--- config.mk ---
export PLATFORM = sky130hd
export DESIGN_NAME = tpcp_top
export DESIGN_NICKNAME = d
export VERILOG_FILES = /design/src/tpcp_pkg.sv /design/src/tpcp_cond_if.sv /design/src/tpcp_input_cond.sv /design/src/tpcp_top.sv
export SDC_FILE = /design/constraint.sdc
export NUM_CORES = 1
export LEC_CHECK = 0
export ABC_CLOCK_PERIOD_IN_PS = 4400
export BUFFER_PORTS_ARGS = -buffer_cell sky130_fd_sc_hd__buf_2
export CAP_MARGIN = 20
export CORE_MARGIN = 2
export CORE_UTILIZATION = 55
export CTS_BUF_LIST = sky130_fd_sc_hd__clkbuf_8 sky130_fd_sc_hd__clkbuf_16
export DETAILED_ROUTE_END_ITERATION = 12
export PLACE_DENSITY = 0.85
export SKIP_CTS_REPAIR_TIMING = 1
export SLEW_MARGIN = 5
export SYNTH_ARGS = -nofsm -noshare
export SYNTH_HDL_FRONTEND = slang
export SYNTH_SLANG_ARGS = --single-unit
--- constraint.sdc ---
create_clock -name i_clk -period 4.4 [get_ports i_clk]
set_input_delay 0.44 -clock i_clk [delete_from_list [all_inputs] [get_ports i_clk]]
set_output_delay 0.44 -clock i_clk [all_outputs]
set_load 0.01 [all_outputs]
--- src/tpcp_pkg.sv ---
package tpcp_pkg;

	// Avalon-MM byte address width and data width
	localparam int ADDR_WIDTH = 5;
	localparam int DATA_WIDTH = 32;
	localparam int TRIG_SEL_WIDTH = 3;
	localparam int IRQ_WIDTH = 2;

	// Register byte offsets, one aligned word each
	localparam logic [ADDR_WIDTH-1:0] OFF_HS_MODE = 5'h00;
	localparam logic [ADDR_WIDTH-1:0] OFF_SET_COUNT = 5'h04;
	localparam logic [ADDR_WIDTH-1:0] OFF_SPEC_COUNT = 5'h08;
	localparam logic [ADDR_WIDTH-1:0] OFF_POLARITY = 5'h0C;
	localparam logic [ADDR_WIDTH-1:0] OFF_TRIG_SEL = 5'h10;
	localparam logic [ADDR_WIDTH-1:0] OFF_COUNT = 5'h14;
	localparam logic [ADDR_WIDTH-1:0] OFF_IRQ_STATUS = 5'h18;
	localparam logic [ADDR_WIDTH-1:0] OFF_IRQ_MASK = 5'h1C;

	// Field positions
	localparam int ACTIVE_LSB = 16;
	localparam int IRQ_SET_BIT = 0;
	localparam int IRQ_SPEC_BIT = 1;

	// Values after reset
	localparam logic HS_MODE_RESET = 1'h0;
	localparam logic [15:0] SET_COUNT_RESET = 16'h0000;
	localparam logic [15:0] SPEC_COUNT_RESET = 16'h0000;
	localparam logic [4:0] POLARITY_RESET = 5'h1F;
	localparam logic [TRIG_SEL_WIDTH-1:0] TRIG_SEL_RESET = 3'h0;
	localparam logic [IRQ_WIDTH-1:0] IRQ_MASK_RESET = 2'h0;

	// High-speed output terminal modes
	localparam logic HS_MODE_SWITCH = 1'h0;
	localparam logic HS_MODE_PULSE = 1'h1;

endpackage : tpcp_pkg

--- src/tpcp_cond_if.sv ---
`timescale 1ns/1ps
`default_nettype none
interface tpcp_cond_if #(
	parameter int INPUT_COUNT = 5
);
	logic [INPUT_COUNT-1:0] raw;
	logic [INPUT_COUNT-1:0] polarity;
	logic [tpcp_pkg::TRIG_SEL_WIDTH-1:0] trig_sel;
	logic [INPUT_COUNT-1:0] active;
	logic count_pulse;

	modport cond (input raw, input polarity, input trig_sel, output active, output count_pulse);
	modport core (output raw, output polarity, output trig_sel, input active, input count_pulse);
endinterface : tpcp_cond_if
`default_nettype wire

--- src/tpcp_input_cond.sv ---
`timescale 1ns/1ps
`default_nettype none
module tpcp_input_cond #(
	parameter int INPUT_COUNT = 5
) (
	input wire logic i_clk,
	input wire logic i_rst_n,
	tpcp_cond_if.cond bus
);
	typedef struct packed {
		logic [INPUT_COUNT-1:0] active;
		logic prev;
		logic pulse;
	} tpcp_cond_state_type;

	tpcp_cond_state_type st;
	tpcp_cond_state_type next_st;
	logic trig_cur;

	// Unassigned select codes give no trigger
	assign trig_cur = (32'(bus.trig_sel) < INPUT_COUNT) ? st.active[bus.trig_sel] : 1'b0;

	always_comb begin
		next_st = st;
		// Bit i of the polarity word governs input i
		next_st.active = ~(bus.raw ^ bus.polarity); // [RULE_04] [RULE_05] [RULE_06] [RULE_07]
		next_st.prev = trig_cur;
		next_st.pulse = trig_cur && !st.prev; // [RULE_02]
	end

	always_ff @(posedge i_clk) begin
		if (!i_rst_n) begin
			st <= '0;
		end else begin
			st <= next_st;
		end
	end

	assign bus.active = st.active;
	assign bus.count_pulse = st.pulse;
endmodule : tpcp_input_cond
`default_nettype wire

--- src/tpcp_top.sv ---
// Decided for this implementation: the register offsets and the Avalon-MM slave port.
`timescale 1ns/1ps
`default_nettype none
// Functional notes
// [RULE_01] Mode 0 plain switch, mode 1 pulse output
// [RULE_02] Count trigger pulses, indicate at set count
// [RULE_03] Indicate from specified count until set count
// [RULE_04] Five polarity bits, lowest bit first input
// [RULE_05] Bit 1: connected is active
// [RULE_06] Bit 0: inverted, negative input sense
// [RULE_07] Negative sense: connected inactive, open active
// [RULE_08] Count restarts from zero at set count
module tpcp_top #(
	parameter int COUNT_WIDTH = 16,
	parameter int INPUT_COUNT = 5
) (
	input wire logic i_clk,
	input wire logic i_rst_n,
	input wire logic [tpcp_pkg::ADDR_WIDTH-1:0] i_avs_address,
	input wire logic i_avs_read,
	input wire logic i_avs_write,
	input wire logic [tpcp_pkg::DATA_WIDTH-1:0] i_avs_writedata,
	input wire logic [3:0] i_avs_byteenable,
	output logic [tpcp_pkg::DATA_WIDTH-1:0] o_avs_readdata,
	output logic o_avs_waitrequest,
	input wire logic [INPUT_COUNT-1:0] i_digital_input,
	output logic o_first_switch_output,
	output logic o_high_speed_output_terminal,
	output logic o_irq
);
	typedef struct packed {
		logic hs_mode;
		logic [COUNT_WIDTH-1:0] set_count;
		logic [COUNT_WIDTH-1:0] spec_count;
		logic [INPUT_COUNT-1:0] polarity;
		logic [tpcp_pkg::TRIG_SEL_WIDTH-1:0] trig_sel;
		logic [COUNT_WIDTH-1:0] count;
		logic set_ind;
		logic spec_ind;
		logic hs_out;
		logic [tpcp_pkg::IRQ_WIDTH-1:0] irq_status;
		logic [tpcp_pkg::IRQ_WIDTH-1:0] irq_mask;
		logic irq;
		logic waitreq;
		logic [tpcp_pkg::DATA_WIDTH-1:0] rdata;
	} tpcp_state_type;

	tpcp_state_type st;
	tpcp_state_type next_st;

	tpcp_cond_if #(.INPUT_COUNT(INPUT_COUNT)) cond_bus ();

	logic req;
	logic accept;
	logic capture;
	logic [COUNT_WIDTH-1:0] cnt_inc;
	logic set_hit;
	logic spec_hit;
	logic [tpcp_pkg::IRQ_WIDTH-1:0] events;
	logic [tpcp_pkg::IRQ_WIDTH-1:0] status_clr;

	// Byte-lane merge of a write into a register word
	function automatic logic [31:0] tpcp_merge(input logic [31:0] old_word,
		input logic [31:0] wdata, input logic [3:0] be);
		logic [31:0] result;
		result = old_word;
		for (int i = 0; i < 4; i++) begin
			if (be[i]) begin
				result[i*8 +: 8] = wdata[i*8 +: 8];
			end
		end
		return result;
	endfunction : tpcp_merge

	tpcp_input_cond #(
		.INPUT_COUNT(INPUT_COUNT)
	) u_input_cond (
		.i_clk(i_clk),
		.i_rst_n(i_rst_n),
		.bus(cond_bus.cond)
	);

	assign cond_bus.raw = i_digital_input;
	assign cond_bus.polarity = st.polarity;
	assign cond_bus.trig_sel = st.trig_sel;

	// Bus handshake: first cycle of a request captures read data,
	// the next cycle drops waitrequest and commits the access
	assign req = i_avs_read || i_avs_write;
	assign capture = req && st.waitreq;
	assign accept = req && !st.waitreq;

	assign cnt_inc = st.count + COUNT_WIDTH'(1);
	assign set_hit = cond_bus.count_pulse && (st.set_count != '0) && (cnt_inc == st.set_count);
	assign spec_hit = cond_bus.count_pulse && (st.spec_count != '0) && (cnt_inc == st.spec_count);
	assign events = {spec_hit, set_hit};

	// Clear only what the status read reported, so later events survive
	assign status_clr = (accept && i_avs_read && i_avs_address == tpcp_pkg::OFF_IRQ_STATUS) ?
		st.rdata[tpcp_pkg::IRQ_WIDTH-1:0] : '0;

	always_comb begin
		next_st = st;

		// Pulse counter and indications
		if (cond_bus.count_pulse) begin
			if (set_hit) begin
				next_st.count = '0; // [RULE_08]
			end else begin
				next_st.count = cnt_inc; // [RULE_02]
			end
			next_st.set_ind = set_hit; // [RULE_02]
			if (spec_hit) begin
				next_st.spec_ind = 1'b1; // [RULE_03]
			end else if (st.count == '0) begin
				next_st.spec_ind = 1'b0; // [RULE_03]
			end
		end

		if (st.hs_mode == tpcp_pkg::HS_MODE_PULSE) begin
			next_st.hs_out = cond_bus.count_pulse; // [RULE_01]
		end else begin
			next_st.hs_out = next_st.spec_ind; // [RULE_01]
		end

		// Bus timing
		next_st.waitreq = !capture;
		if (capture) begin
			next_st.rdata = '0;
			if (i_avs_read) begin
				unique case (i_avs_address)
					tpcp_pkg::OFF_HS_MODE: begin
						next_st.rdata[0] = st.hs_mode;
					end
					tpcp_pkg::OFF_SET_COUNT: begin
						next_st.rdata[COUNT_WIDTH-1:0] = st.set_count;
					end
					tpcp_pkg::OFF_SPEC_COUNT: begin
						next_st.rdata[COUNT_WIDTH-1:0] = st.spec_count;
					end
					tpcp_pkg::OFF_POLARITY: begin
						next_st.rdata[INPUT_COUNT-1:0] = st.polarity;
					end
					tpcp_pkg::OFF_TRIG_SEL: begin
						next_st.rdata[tpcp_pkg::TRIG_SEL_WIDTH-1:0] = st.trig_sel;
					end
					tpcp_pkg::OFF_COUNT: begin
						next_st.rdata[COUNT_WIDTH-1:0] = st.count;
						next_st.rdata[tpcp_pkg::ACTIVE_LSB +: INPUT_COUNT] = cond_bus.active;
					end
					tpcp_pkg::OFF_IRQ_STATUS: begin
						next_st.rdata[tpcp_pkg::IRQ_WIDTH-1:0] = st.irq_status;
					end
					tpcp_pkg::OFF_IRQ_MASK: begin
						next_st.rdata[tpcp_pkg::IRQ_WIDTH-1:0] = st.irq_mask;
					end
					default: begin
						next_st.rdata = '0;
					end
				endcase
			end
		end

		// Register writes take effect at the edge that ends the cycle with waitrequest low
		if (accept && i_avs_write) begin
			unique case (i_avs_address)
				tpcp_pkg::OFF_HS_MODE: begin
					next_st.hs_mode = 1'(tpcp_merge(32'(st.hs_mode), i_avs_writedata,
						i_avs_byteenable)); // [RULE_01]
				end
				tpcp_pkg::OFF_SET_COUNT: begin
					next_st.set_count = COUNT_WIDTH'(tpcp_merge(32'(st.set_count),
						i_avs_writedata, i_avs_byteenable));
				end
				tpcp_pkg::OFF_SPEC_COUNT: begin
					next_st.spec_count = COUNT_WIDTH'(tpcp_merge(32'(st.spec_count),
						i_avs_writedata, i_avs_byteenable));
				end
				tpcp_pkg::OFF_POLARITY: begin
					next_st.polarity = INPUT_COUNT'(tpcp_merge(32'(st.polarity),
						i_avs_writedata, i_avs_byteenable)); // [RULE_04]
				end
				tpcp_pkg::OFF_TRIG_SEL: begin
					next_st.trig_sel = tpcp_pkg::TRIG_SEL_WIDTH'(tpcp_merge(32'(st.trig_sel),
						i_avs_writedata, i_avs_byteenable));
				end
				tpcp_pkg::OFF_IRQ_MASK: begin
					next_st.irq_mask = tpcp_pkg::IRQ_WIDTH'(tpcp_merge(32'(st.irq_mask),
						i_avs_writedata, i_avs_byteenable));
				end
				default: begin
					next_st.irq_mask = st.irq_mask;
				end
			endcase
		end

		// Sticky status: a new event wins over the read clear
		next_st.irq_status = (st.irq_status & ~status_clr) | events;
		next_st.irq = |(next_st.irq_status & next_st.irq_mask);
	end

	always_ff @(posedge i_clk) begin
		if (!i_rst_n) begin
			st <= '0;
			st.hs_mode <= tpcp_pkg::HS_MODE_RESET;
			st.set_count <= COUNT_WIDTH'(tpcp_pkg::SET_COUNT_RESET);
			st.spec_count <= COUNT_WIDTH'(tpcp_pkg::SPEC_COUNT_RESET);
			st.polarity <= INPUT_COUNT'(tpcp_pkg::POLARITY_RESET);
			st.trig_sel <= tpcp_pkg::TRIG_SEL_RESET;
			st.irq_mask <= tpcp_pkg::IRQ_MASK_RESET;
			st.waitreq <= 1'b1;
		end else begin
			st <= next_st;
		end
	end

	assign o_avs_readdata = st.rdata;
	assign o_avs_waitrequest = st.waitreq;
	assign o_first_switch_output = st.set_ind;
	assign o_high_speed_output_terminal = st.hs_out;
	assign o_irq = st.irq;
endmodule : tpcp_top
`default_nettype wire

## Yosys cells after proc, flatten, opt, wreduce, memory -nomap -nowiden

Index checks and enable logic that the tools add are counted.

- Bits of input ports: 50
- Word-level logic and storage cells: 82
- Register bits after elaboration: 105
- Output and inout port bits: 36

- Multiplexer cells: 19
- Reduce and logical (&&, ||, !) cells: 26
- Magnitude comparators: 2
- Bitwise logic cells: 6
- $add $sub $neg: 1
- Eq/ne operators: 9

Operators by type and width:

| operator | count |
|---|---|
| $pmux 11 s3 | 1 |
| $eq 16x16->1 | 2 |
| $reduce_bool 16->1 | 2 |
| $mux 21 | 1 |
| $reduce_and 3->1 | 7 |
| $eq 5x5->1 const B | 4 |
| $add 16x1->16 const B | 1 |
| $logic_not 16->1 | 1 |
| $mux 16 | 1 |
| $eq 5x4->1 const B | 2 |
| $logic_and 1x1->1 | 10 |
| $mux 2 | 4 |
| $pmux 1 s8 | 1 |
| $pmux 2 s4 | 1 |
| $pmux 1 s7 | 1 |
| $mux 1 | 6 |
| $eq 5x3->1 const B | 1 |
| $logic_not 5->1 | 1 |
| $mux 5 | 1 |
| $not 5->5 | 1 |
| $pmux 1 s5 | 1 |
| $xor 5x5->5 | 1 |
| $and 2x2->2 | 2 |
| $lt 3x4->1 const B | 1 |
| other kinds (7) | 9 |

## Depth between registers and ports, before layout

Gate-level depths: netlist of run 1.

- Depth in word-level cells: 10
- Mapped depth: 11
- Gate-level depth less buffers: 9

## Cells and area by module

Synthesis of run 1 repeated with hierarchy kept, for this count alone.

- Cells, all modules: 651
- Area total of the unflattened synthesis: 5,372.7 µm²

By module, submodules not included:

| module | area an instance (µm²) | times used | cells each | sequential area each (µm²) |
|---|---|---|---|---|
| tpcp_top | 5,058.6 | 1 | 620 | 1,741.7 |
| tpcp_input_cond | 314.1 | 1 | 31 | 140.1 |

## Worst setup path after synthesis of run 1

Ideal clock, no wire load.

- Path type: register to register
- Start: register st[42] (netlist bit)
- End: register st (netlist bit o_irq)
- Required time: 4.321 ns
- Buffers on the path: 1
- Library setup time: 0.079 ns
- Clock period less this slack: 2.634 ns
- Slack: 1.766 ns
- Stages on the path, launching flop included: 10
- Arrival: 2.555 ns
- Path through: dfxtp_1 > ha_1 > clkbuf_1 > nand3_1 > nor4_1 > xnor2_1 > o2111ai_1 > o21bai_1 > or4_4 > o211ai_1

- Cells in the longest elaborated chain, start to end: 6
- Elaborated cells on any way between the ends: 8
- Classes of those cells: add/sub (1); eq/ne (2); bitwise (2); reduce/logical (3)

Ends and longest elaborated chain:

| item | RTL line | source |
|---|---|---|
| start: declaration | tpcp_top.sv:48 | `tpcp_state_type st;` |
| start signal: assignment | tpcp_top.sv:213 | `st <= next_st;` |
| $add 16x1->16 * | tpcp_top.sv:93 | `assign cnt_inc = st.count + COUNT_WIDTH'(1);` |
| $eq 16x16->1 (on tied branches) | tpcp_top.sv:94, tpcp_top.sv:95 |  |
| $logic_and 1x1->1 (on tied branches) | tpcp_top.sv:94, tpcp_top.sv:95 |  |
| $or 2x2->2 * | tpcp_top.sv:198 | `next_st.irq_status = (st.irq_status & ~status_clr) \| events;` |
| $and 2x2->2 * | tpcp_top.sv:199 | `next_st.irq = \|(next_st.irq_status & next_st.irq_mask);` |
| $reduce_or 2->1 * | tpcp_top.sv:199 |  |

Mark *: on every way between the ends. The rest lies on a longest branch, timed or not.
A chain may end at the register's enable or synchronous reset.

## Worst setup path in the final report of run 1

- Start: register st[41] (netlist bit)
- End: register st[54] (netlist bit)

- Cells in the longest elaborated chain, start to end: 4

Ends and longest elaborated chain:

| item | RTL line | source |
|---|---|---|
| $add 16x1->16 * | tpcp_top.sv:93 |  |
| $eq 16x16->1 | tpcp_top.sv:94 | `assign set_hit = cond_bus.count_pulse && (st.set_count != '0) && (cnt_inc == st.set_count);` |
| $logic_and 1x1->1 | tpcp_top.sv:94 |  |
| $mux 16 * | tpcp_top.sv:107 | `if (set_hit) begin` |

Marked as above.

==> metrics.yaml, run 1 <==
fin_crit_ns: 3.55
cts-root-buf: "clkbuf_8"
clk_path_buf_depth: 2
synth-seq-area-share: 0.338
final_area_um2: 5850
finalHoldViolCount: 0
yosys.area.top_type: "dfxtp_1"
critPathMaxFanout: 12
vdd_drop_max_mv: 0.306
syn_area_per_cell_um2: 8.17
status: "completed"
dieArea_um2: 10900
grt_pass1_vias: 4866
start_util: 0.569
hpwlAfterDp_um: 11500
synth_ff_type: "dfxtp_1"
pwr_density_cell_nw_per_um2: 272
dr.first_iter.drc_count: 459
wl_um: 15900
ys.warnings.count: 0
remaining_drc_errors: 0
pin_count: 86
core_region_area_um2: 9770
internal-power_mw: 1.17
use_met2: 0.481
antenna_found_initial: 0
max_freq_mhz: 282
grt-ovfl-total: 0
leakage_nw: 2.38
num_rows: 36
nNetsFinal: 737
slowest_delay_ns: 0.61
clk-insertion-delay-late_ns: 0.39
cp.arrival_ns: 3.80
cp-start-kind: "flip-flop"
vias_per_cell: 6.31
cts_tree: "built"
drive_above_1_share: 0.139
synth_cell_types: 69
min_path_type: "input port to flip-flop"
routabilityCongestion: 0.920
cp_top_family: "compound AO/OA/AOI/OAI gates"
cts_inserted_buffers: 9
slew_violations: 0
fin_crit_sh: 0.807
htreeDepth: 3
path_class: "flip-flop to flip-flop"
use_met1: 0.375
rsz0062_at_grt: "false"
place_area_um2: 5650
synthCells: 681
layout_commonest_cell: "dfxtp_1"
slowest_stage: "o21ai_2"
fin_util: 0.599
synthArstFlopShare: 0
ant_nets: 0
cp_cell_sequence: "ha_1, nand4_1, o311ai_0, o221ai_1, a2111oi_2, nand4_2, o21ai_2, nor2_1"
yosys_register_bits: 94
cts_sinks: 94
synth_edf_count: 0
routed-via-count: 5190
track_usage: 0.291
finalSetupViolations: 0
total_power_mw: 1.59
drtPass1Iterations: 6
syn2layout_area_growth_pct: 5.24
io_buffers: 56
grt_pass1_wl_um: 25200
clk_pin_slew_ns: 0.10
tightest_slew_ns: 0.736
die_width_um: 105
diodes: 0
end_kind: "flip-flop"
p_sw_mw: 0.424
synth_area_leaders: "dfxtp_1, mux2i_1, nor2_1, buf_4, nand2_1"
top_usage_layer: "met2"
pwr-share-seq: 0.543
synth_top_area_frac: 0.338
dieHeight_um: 105
clock_skew_ns: 0.0155
worstPathRequired_ns: 4.65
maxCapViolCount: 0
grtUsageMet3: 0.0549
wl_per_cell_um: 19.3
tns_ns: 0
combinationalPowerShare: 0.067
finalNonFillerCells: 823
layout_common_cells: "dfxtp_1, nor2_1, nand2_1"
grt_max_degree: 66
critPathBufInv: 0
slew_headroom: 0.508
pwr-share-clk: 0.390
p_sw_frac: 0.266
dp.cells: 807
synth_area_um2: 5560
## worst paths after layout
| kind | from | endpoint | slack [ns] | cells after the start |
|---|---|---|---|---|
| worst max-delay path | st[41] | st[54] | 0.85 | 8 |
| worst min-delay path | i_digital_input[4] | u_input_cond.bus.active[4] | 0.30 | 3 |
| worst min register to register | u_input_cond.st[1] | u_input_cond.bus.count_pulse | 0.40 | 1 |
| worst max register to register | st[41] | st[54] | 0.85 | 8 |
## synthesized netlist by cell type (all sizes together), types with 4 or more instances
cell     count
a2111oi      4
a22oi       21
o21ai       34
a221oi       4
nor3b        7
xnor2       26
a21oi       22
and3         8
dfxtp       94
nor2b        7
xor2        23
nand4       14
and2         7
buf         49
o211ai       5
nor4b        4
nor4        20
nand3       36
and4         4
nor2        75
nand2       66
inv         10
mux2i       45
a31oi        4
clkbuf      30
a32oi        6
nor3        12
## cells by family after synthesis
logic type      Yosys count  share of synthesized area
buf+inv                  90                     0.0877
xor+xnor                 49                     0.0771
fa+ha+maj                 3                    0.00630
mux                      47                     0.0891
other cells               1                   0.000674
compound gates          124                      0.149
simple gates            273                      0.252
flops                    94                      0.338
## worst reg2reg max path, delay by kind of cell (launching register included)
| kind | cells | cell delay (ns) |
|---|---|---|
| compound gates | 4 | 1.74 |
| flops | 1 | 0.58 |
| simple gates | 3 | 0.62 |
| fa+ha+maj | 1 | 0.47 |
## metal layers
| metal | wire (um) | share of wire | vias up |
|---|---|---|---|
| met5 | 0 | 0 | - |
| li1 | - | - | 2397 |
| met1 | 6510 | 0.41 | 2472 |
| met4 | 573 | 0.036 | 0 |
| met3 | 1220 | 0.077 | 49 |
| met2 | 7600 | 0.48 | 272 |
## sequential cells by signal, indices dropped and copies added, names as in the netlist
register	count
o_first_switch_output	1
u_input_cond.bus.active	5
cond_bus.polarity	5
st	54
u_input_cond.bus.count_pulse	1
u_input_cond.st	1
o_avs_readdata	21
o_irq	1
o_avs_waitrequest	1
o_high_speed_output_terminal	1
cond_bus.trig_sel	3
## metrics by stage
step,setup WS (ns),hold WS (ns)
after floorplan,1.77,0.376
after global placement,1.00,0.381
after detailed placement,0.867,0.391
after CTS,0.824,0.286
after global routing,0.528,0.306
final,0.850,0.295
## cell type report
class,count,area (um2)
inverter,11,41.3
multi-input combinational,507,3230
clock buffer,9,124
tap,133,166
timing repair buffer,62,325
fill,870,3920
sequential,94,1880
clock inverter,7,85.1
## power groups by stage
stage	Clock [mW]	Sequential (mW)	Combinational [mW]
finish	0.620	0.863	0.106
CTS	0.625	0.863	0.104
global route	0.657	0.864	0.115
global placement	0	0.882	0.100
detailed placement	0	0.883	0.103
floorplan	0	0.880	0.0761
No activity file was read; power rests on OpenSTA's default activity.
==> run 2, diff against run 1 <==
--- a/config.mk
+++ b/config.mk
@@ -5,7 +5,8 @@
 export SDC_FILE = /design/constraint.sdc
 export NUM_CORES = 1
 export LEC_CHECK = 0
-export ABC_CLOCK_PERIOD_IN_PS = 4400
+export ABC_AREA = 1
+export ABC_CLOCK_PERIOD_IN_PS = 3700
 export BUFFER_PORTS_ARGS = -buffer_cell sky130_fd_sc_hd__buf_2
 export CAP_MARGIN = 20
 export CORE_MARGIN = 2
==> constraint.sdc (replaced) <==
create_clock -name i_clk -period 3.7 [get_ports i_clk]
set_input_delay 0.37 -clock i_clk [delete_from_list [all_inputs] [get_ports i_clk]]
set_output_delay 0.37 -clock i_clk [all_outputs]
set_load 0.01 [all_outputs]
==> run 2 against run 1 <==
Die area decreased by 6.3%. Design area decreased by 5.9%. Clock power increased by 5.8%. Count of clock-buffer cells in the layout unchanged. Setup slack improved by 0.28 ns. Via count decreased by 0.69%. Synthesized cell count increased by 15%. Critical path depth increased by 4. Critical path type unchanged. Critical endpoint is now o_irq. Largest cell class unchanged.
==> metrics.yaml, run 2 <==
max_freq_mhz: 388  # +38%
fin_crit_ns: 2.57  # -0.976 ns
syn_area_per_cell_um2: 6.66  # -18%
p_sw_mw: 0.484  # +14%
remaining_drc_errors: 0  # unchanged
synth-seq-area-share: 0.362  # +0.0236
slew_headroom: 0.340  # -0.168
clk_pin_slew_ns: 0.10  # about the same
pin_count: 86  # unchanged
cts_inserted_buffers: 9  # unchanged
cp-start-kind: "flip-flop"
yosys.area.top_type: "dfxtp_1"
vdd_drop_max_mv: 0.192  # -37%
clk-insertion-delay-late_ns: 0.38  # about the same
whs_ns: 0.222  # -0.0732 ns
vias_per_cell: 5.60  # -11%
wl_um: 13900  # -13%
status: "completed"
cts_sinks: 94  # unchanged
top_usage_layer: "met2"
finalHoldViolCount: 0  # unchanged
io_buffers: 56  # unchanged
yosys_register_bits: 94  # unchanged
drive_above_1_share: 0.122  # -0.0168
worstPathRequired_ns: 4.02  # -0.63 ns
grtUsageMet3: 0.0386  # -0.0162
use_met2: 0.447  # -0.0346
grt_pass1_wl_um: 21900  # -13%
use_met1: 0.360  # -0.0150
drtPass1Iterations: 6  # unchanged
synth_area_leaders: "dfxtp_1, nand2_1, a21oi_1, inv_1, nand3_1"
clk_path_buf_depth: 2  # unchanged
grt-ovfl-total: 0  # unchanged
die_width_um: 101  # -3.2%
dieHeight_um: 101  # -3.2%
leakage_nw: 2.28  # -4.4%
grt_pass1_vias: 4481  # -7.9%
cp.arrival_ns: 2.89  # -0.91 ns
largest_register_ffs: 54  # unchanged
cp-startpoint: "u_input_cond.bus.count_pulse"
synth_most_common_cell: "nand2_1"
internal-power_mw: 1.30  # +12%
end_kind: "flip-flop"
hpwlAfterDp_um: 10200  # -12%
track_usage: 0.272  # -0.0192
layout_commonest_cell: "nand2_1"
pwr_density_cell_nw_per_um2: 324  # +19%
p_sw_frac: 0.270  # +0.00395
synth_edf_count: 0  # unchanged
synthArstFlopShare: 0  # unchanged
rrSetupSlack_ns: 1.13  # +0.28 ns
grt_max_degree: 44  # -33%
synth_top_area_frac: 0.362  # +0.0236
ys.warnings.count: 0  # unchanged
wl_per_cell_um: 15.1  # -22%
diodes: 0  # unchanged
hp-start: "i_digital_input[4]"
maxCapViolCount: 0  # unchanged
pwr-share-seq: 0.573  # +0.030
num_rows: 35  # -2.8%
nNetsFinal: 856  # +16%
r2r_start: "u_input_cond.bus.count_pulse"
path_class: "flip-flop to flip-flop"
fin_crit_sh: 0.696  # -0.111
synth_ff_type: "dfxtp_1"
clock_skew_ns: 0.0154  # -0.000153 ns
syn2layout_area_growth_pct: 5.99
dieArea_um2: 10200  # -6.3%
antenna_found_initial: 0  # unchanged
pwr-share-clk: 0.367  # -0.023
htreeDepth: 3  # unchanged
ant_nets: 0  # unchanged
synthCells: 781  # +15%
start_util: 0.565  # -0.00368
cts-root-buf: "clkbuf_8"
synth_area_um2: 5200  # -6.5%
finalSetupViolations: 0  # unchanged
critPathMaxFanout: 32  # +20
cts_tree: "built"
slew_violations: 0  # unchanged
core_region_area_um2: 9200  # -5.9%
layout_common_cells: "nand2_1, dfxtp_1, inv_1"
combinationalPowerShare: 0.060  # -0.007
synthTopCellsByCount: "nand2_1, dfxtp_1, inv_1"
synth_cell_types: 41  # -41%
rsz0062_at_grt: "false"
tns_ns: 0  # unchanged
largest-register: "st"
dr.first_iter.drc_count: 422  # -8.1%
tightest_slew_ns: 0.989  # +0.253 ns
routabilityCongestion: 0.986  # +7.1%
routed-via-count: 5154  # -0.69%
min_path_type: "input port to flip-flop"
run 2: cell count changes in the layout (fill, tap and decap cells not counted), sizes merged, moves of 8 or more:
| cell | previous run | this run |
|---|---|---|
| mux2i | 45 | 0 |
| xor2 | 23 | 7 |
| nand2 | 66 | 189 |
| and3 | 8 | 0 |
| a22oi | 21 | 5 |
| xnor2 | 26 | 0 |
| nand3 | 36 | 61 |
| nor3 | 12 | 3 |
| inv | 15 | 91 |
| o22ai | 1 | 14 |
| o21ai | 34 | 62 |
| nor2 | 75 | 83 |
| nor4 | 20 | 2 |
| a21oi | 22 | 83 |
run 2: per-layer routing:
layer | vias to the layer above | part of all wire | routed length (um)
met2 | 226 | 0.47 | 6500
met5 | - | 0 | 0
li1 | 2567 | - | -
met4 | 0 | 0.032 | 444
met3 | 38 | 0.081 | 1120
met1 | 2323 | 0.42 | 5820
run 2: cell families after synthesis:
kind of cell             after synthesis  share of synthesized area
AO/OA/AOI/OAI                        173                      0.181
XOR/XNOR                               9                     0.0207
adder cells (fa/ha/maj)                2                    0.00481
buffers and inverters                144                      0.129
flip-flops                            94                      0.362
other                                  1                   0.000721
AND/OR/NAND/NOR                      358                      0.301
run 2: final timing paths:
kind | end | cells past startpoint
min reg2reg | u_input_cond.bus.count_pulse | 1
min | u_input_cond.bus.active[4] | 3
max | o_irq | 12
max reg2reg | o_irq | 12
run 2: area by class of cell:
| type | instances | area [um2] |
|---|---|---|
| fill | 904 | 3680 |
| multi-input combinational | 553 | 2680 |
| sequential | 94 | 1880 |
| inverter | 88 | 330 |
| timing repair buffer | 58 | 295 |
| tap | 111 | 139 |
| clock buffer | 9 | 124 |
| clock inverter | 7 | 58.8 |
run 2: stage by stage:
step / cell area [um2] / utilization / worst slack, ns / cells / power [mW]
floorplan: 5240 / - / 1.75 / 791 / 1.12
global placement: 5330 / 0.579 / 1.28 / 904 / 1.15
detailed placement: 5330 / 0.579 / 1.23 / 904 / 1.15
CTS: 5510 / 0.599 / 1.12 / 920 / 1.79
global route: 5510 / 0.599 / 0.918 / 920 / 1.85
finish: 5510 / 0.599 / 1.13 / 920 / 1.79
run 2: critical path: stages, from the launching register on:
cell	delay, ns
dfxtp_1	0.44
inv_1	0.47
o21ai_0	0.32
nand3_1	0.10
nor2_1	0.18
nand2_1	0.08
nor2_1	0.08
nand3_1	0.10
nor2_2	0.15
nand3_4	0.25
nand2_1	0.15
nand3_1	0.10
nand2_1	0.10
run 2: power groups by stage:
stage,sequential (mW),clock (mW),combinational [mW]
global route,1.03,0.704,0.120
floorplan,1.05,0,0.0740
global placement,1.05,0,0.104
detailed placement,1.05,0,0.105
CTS,1.02,0.660,0.106
finish,1.02,0.656,0.108
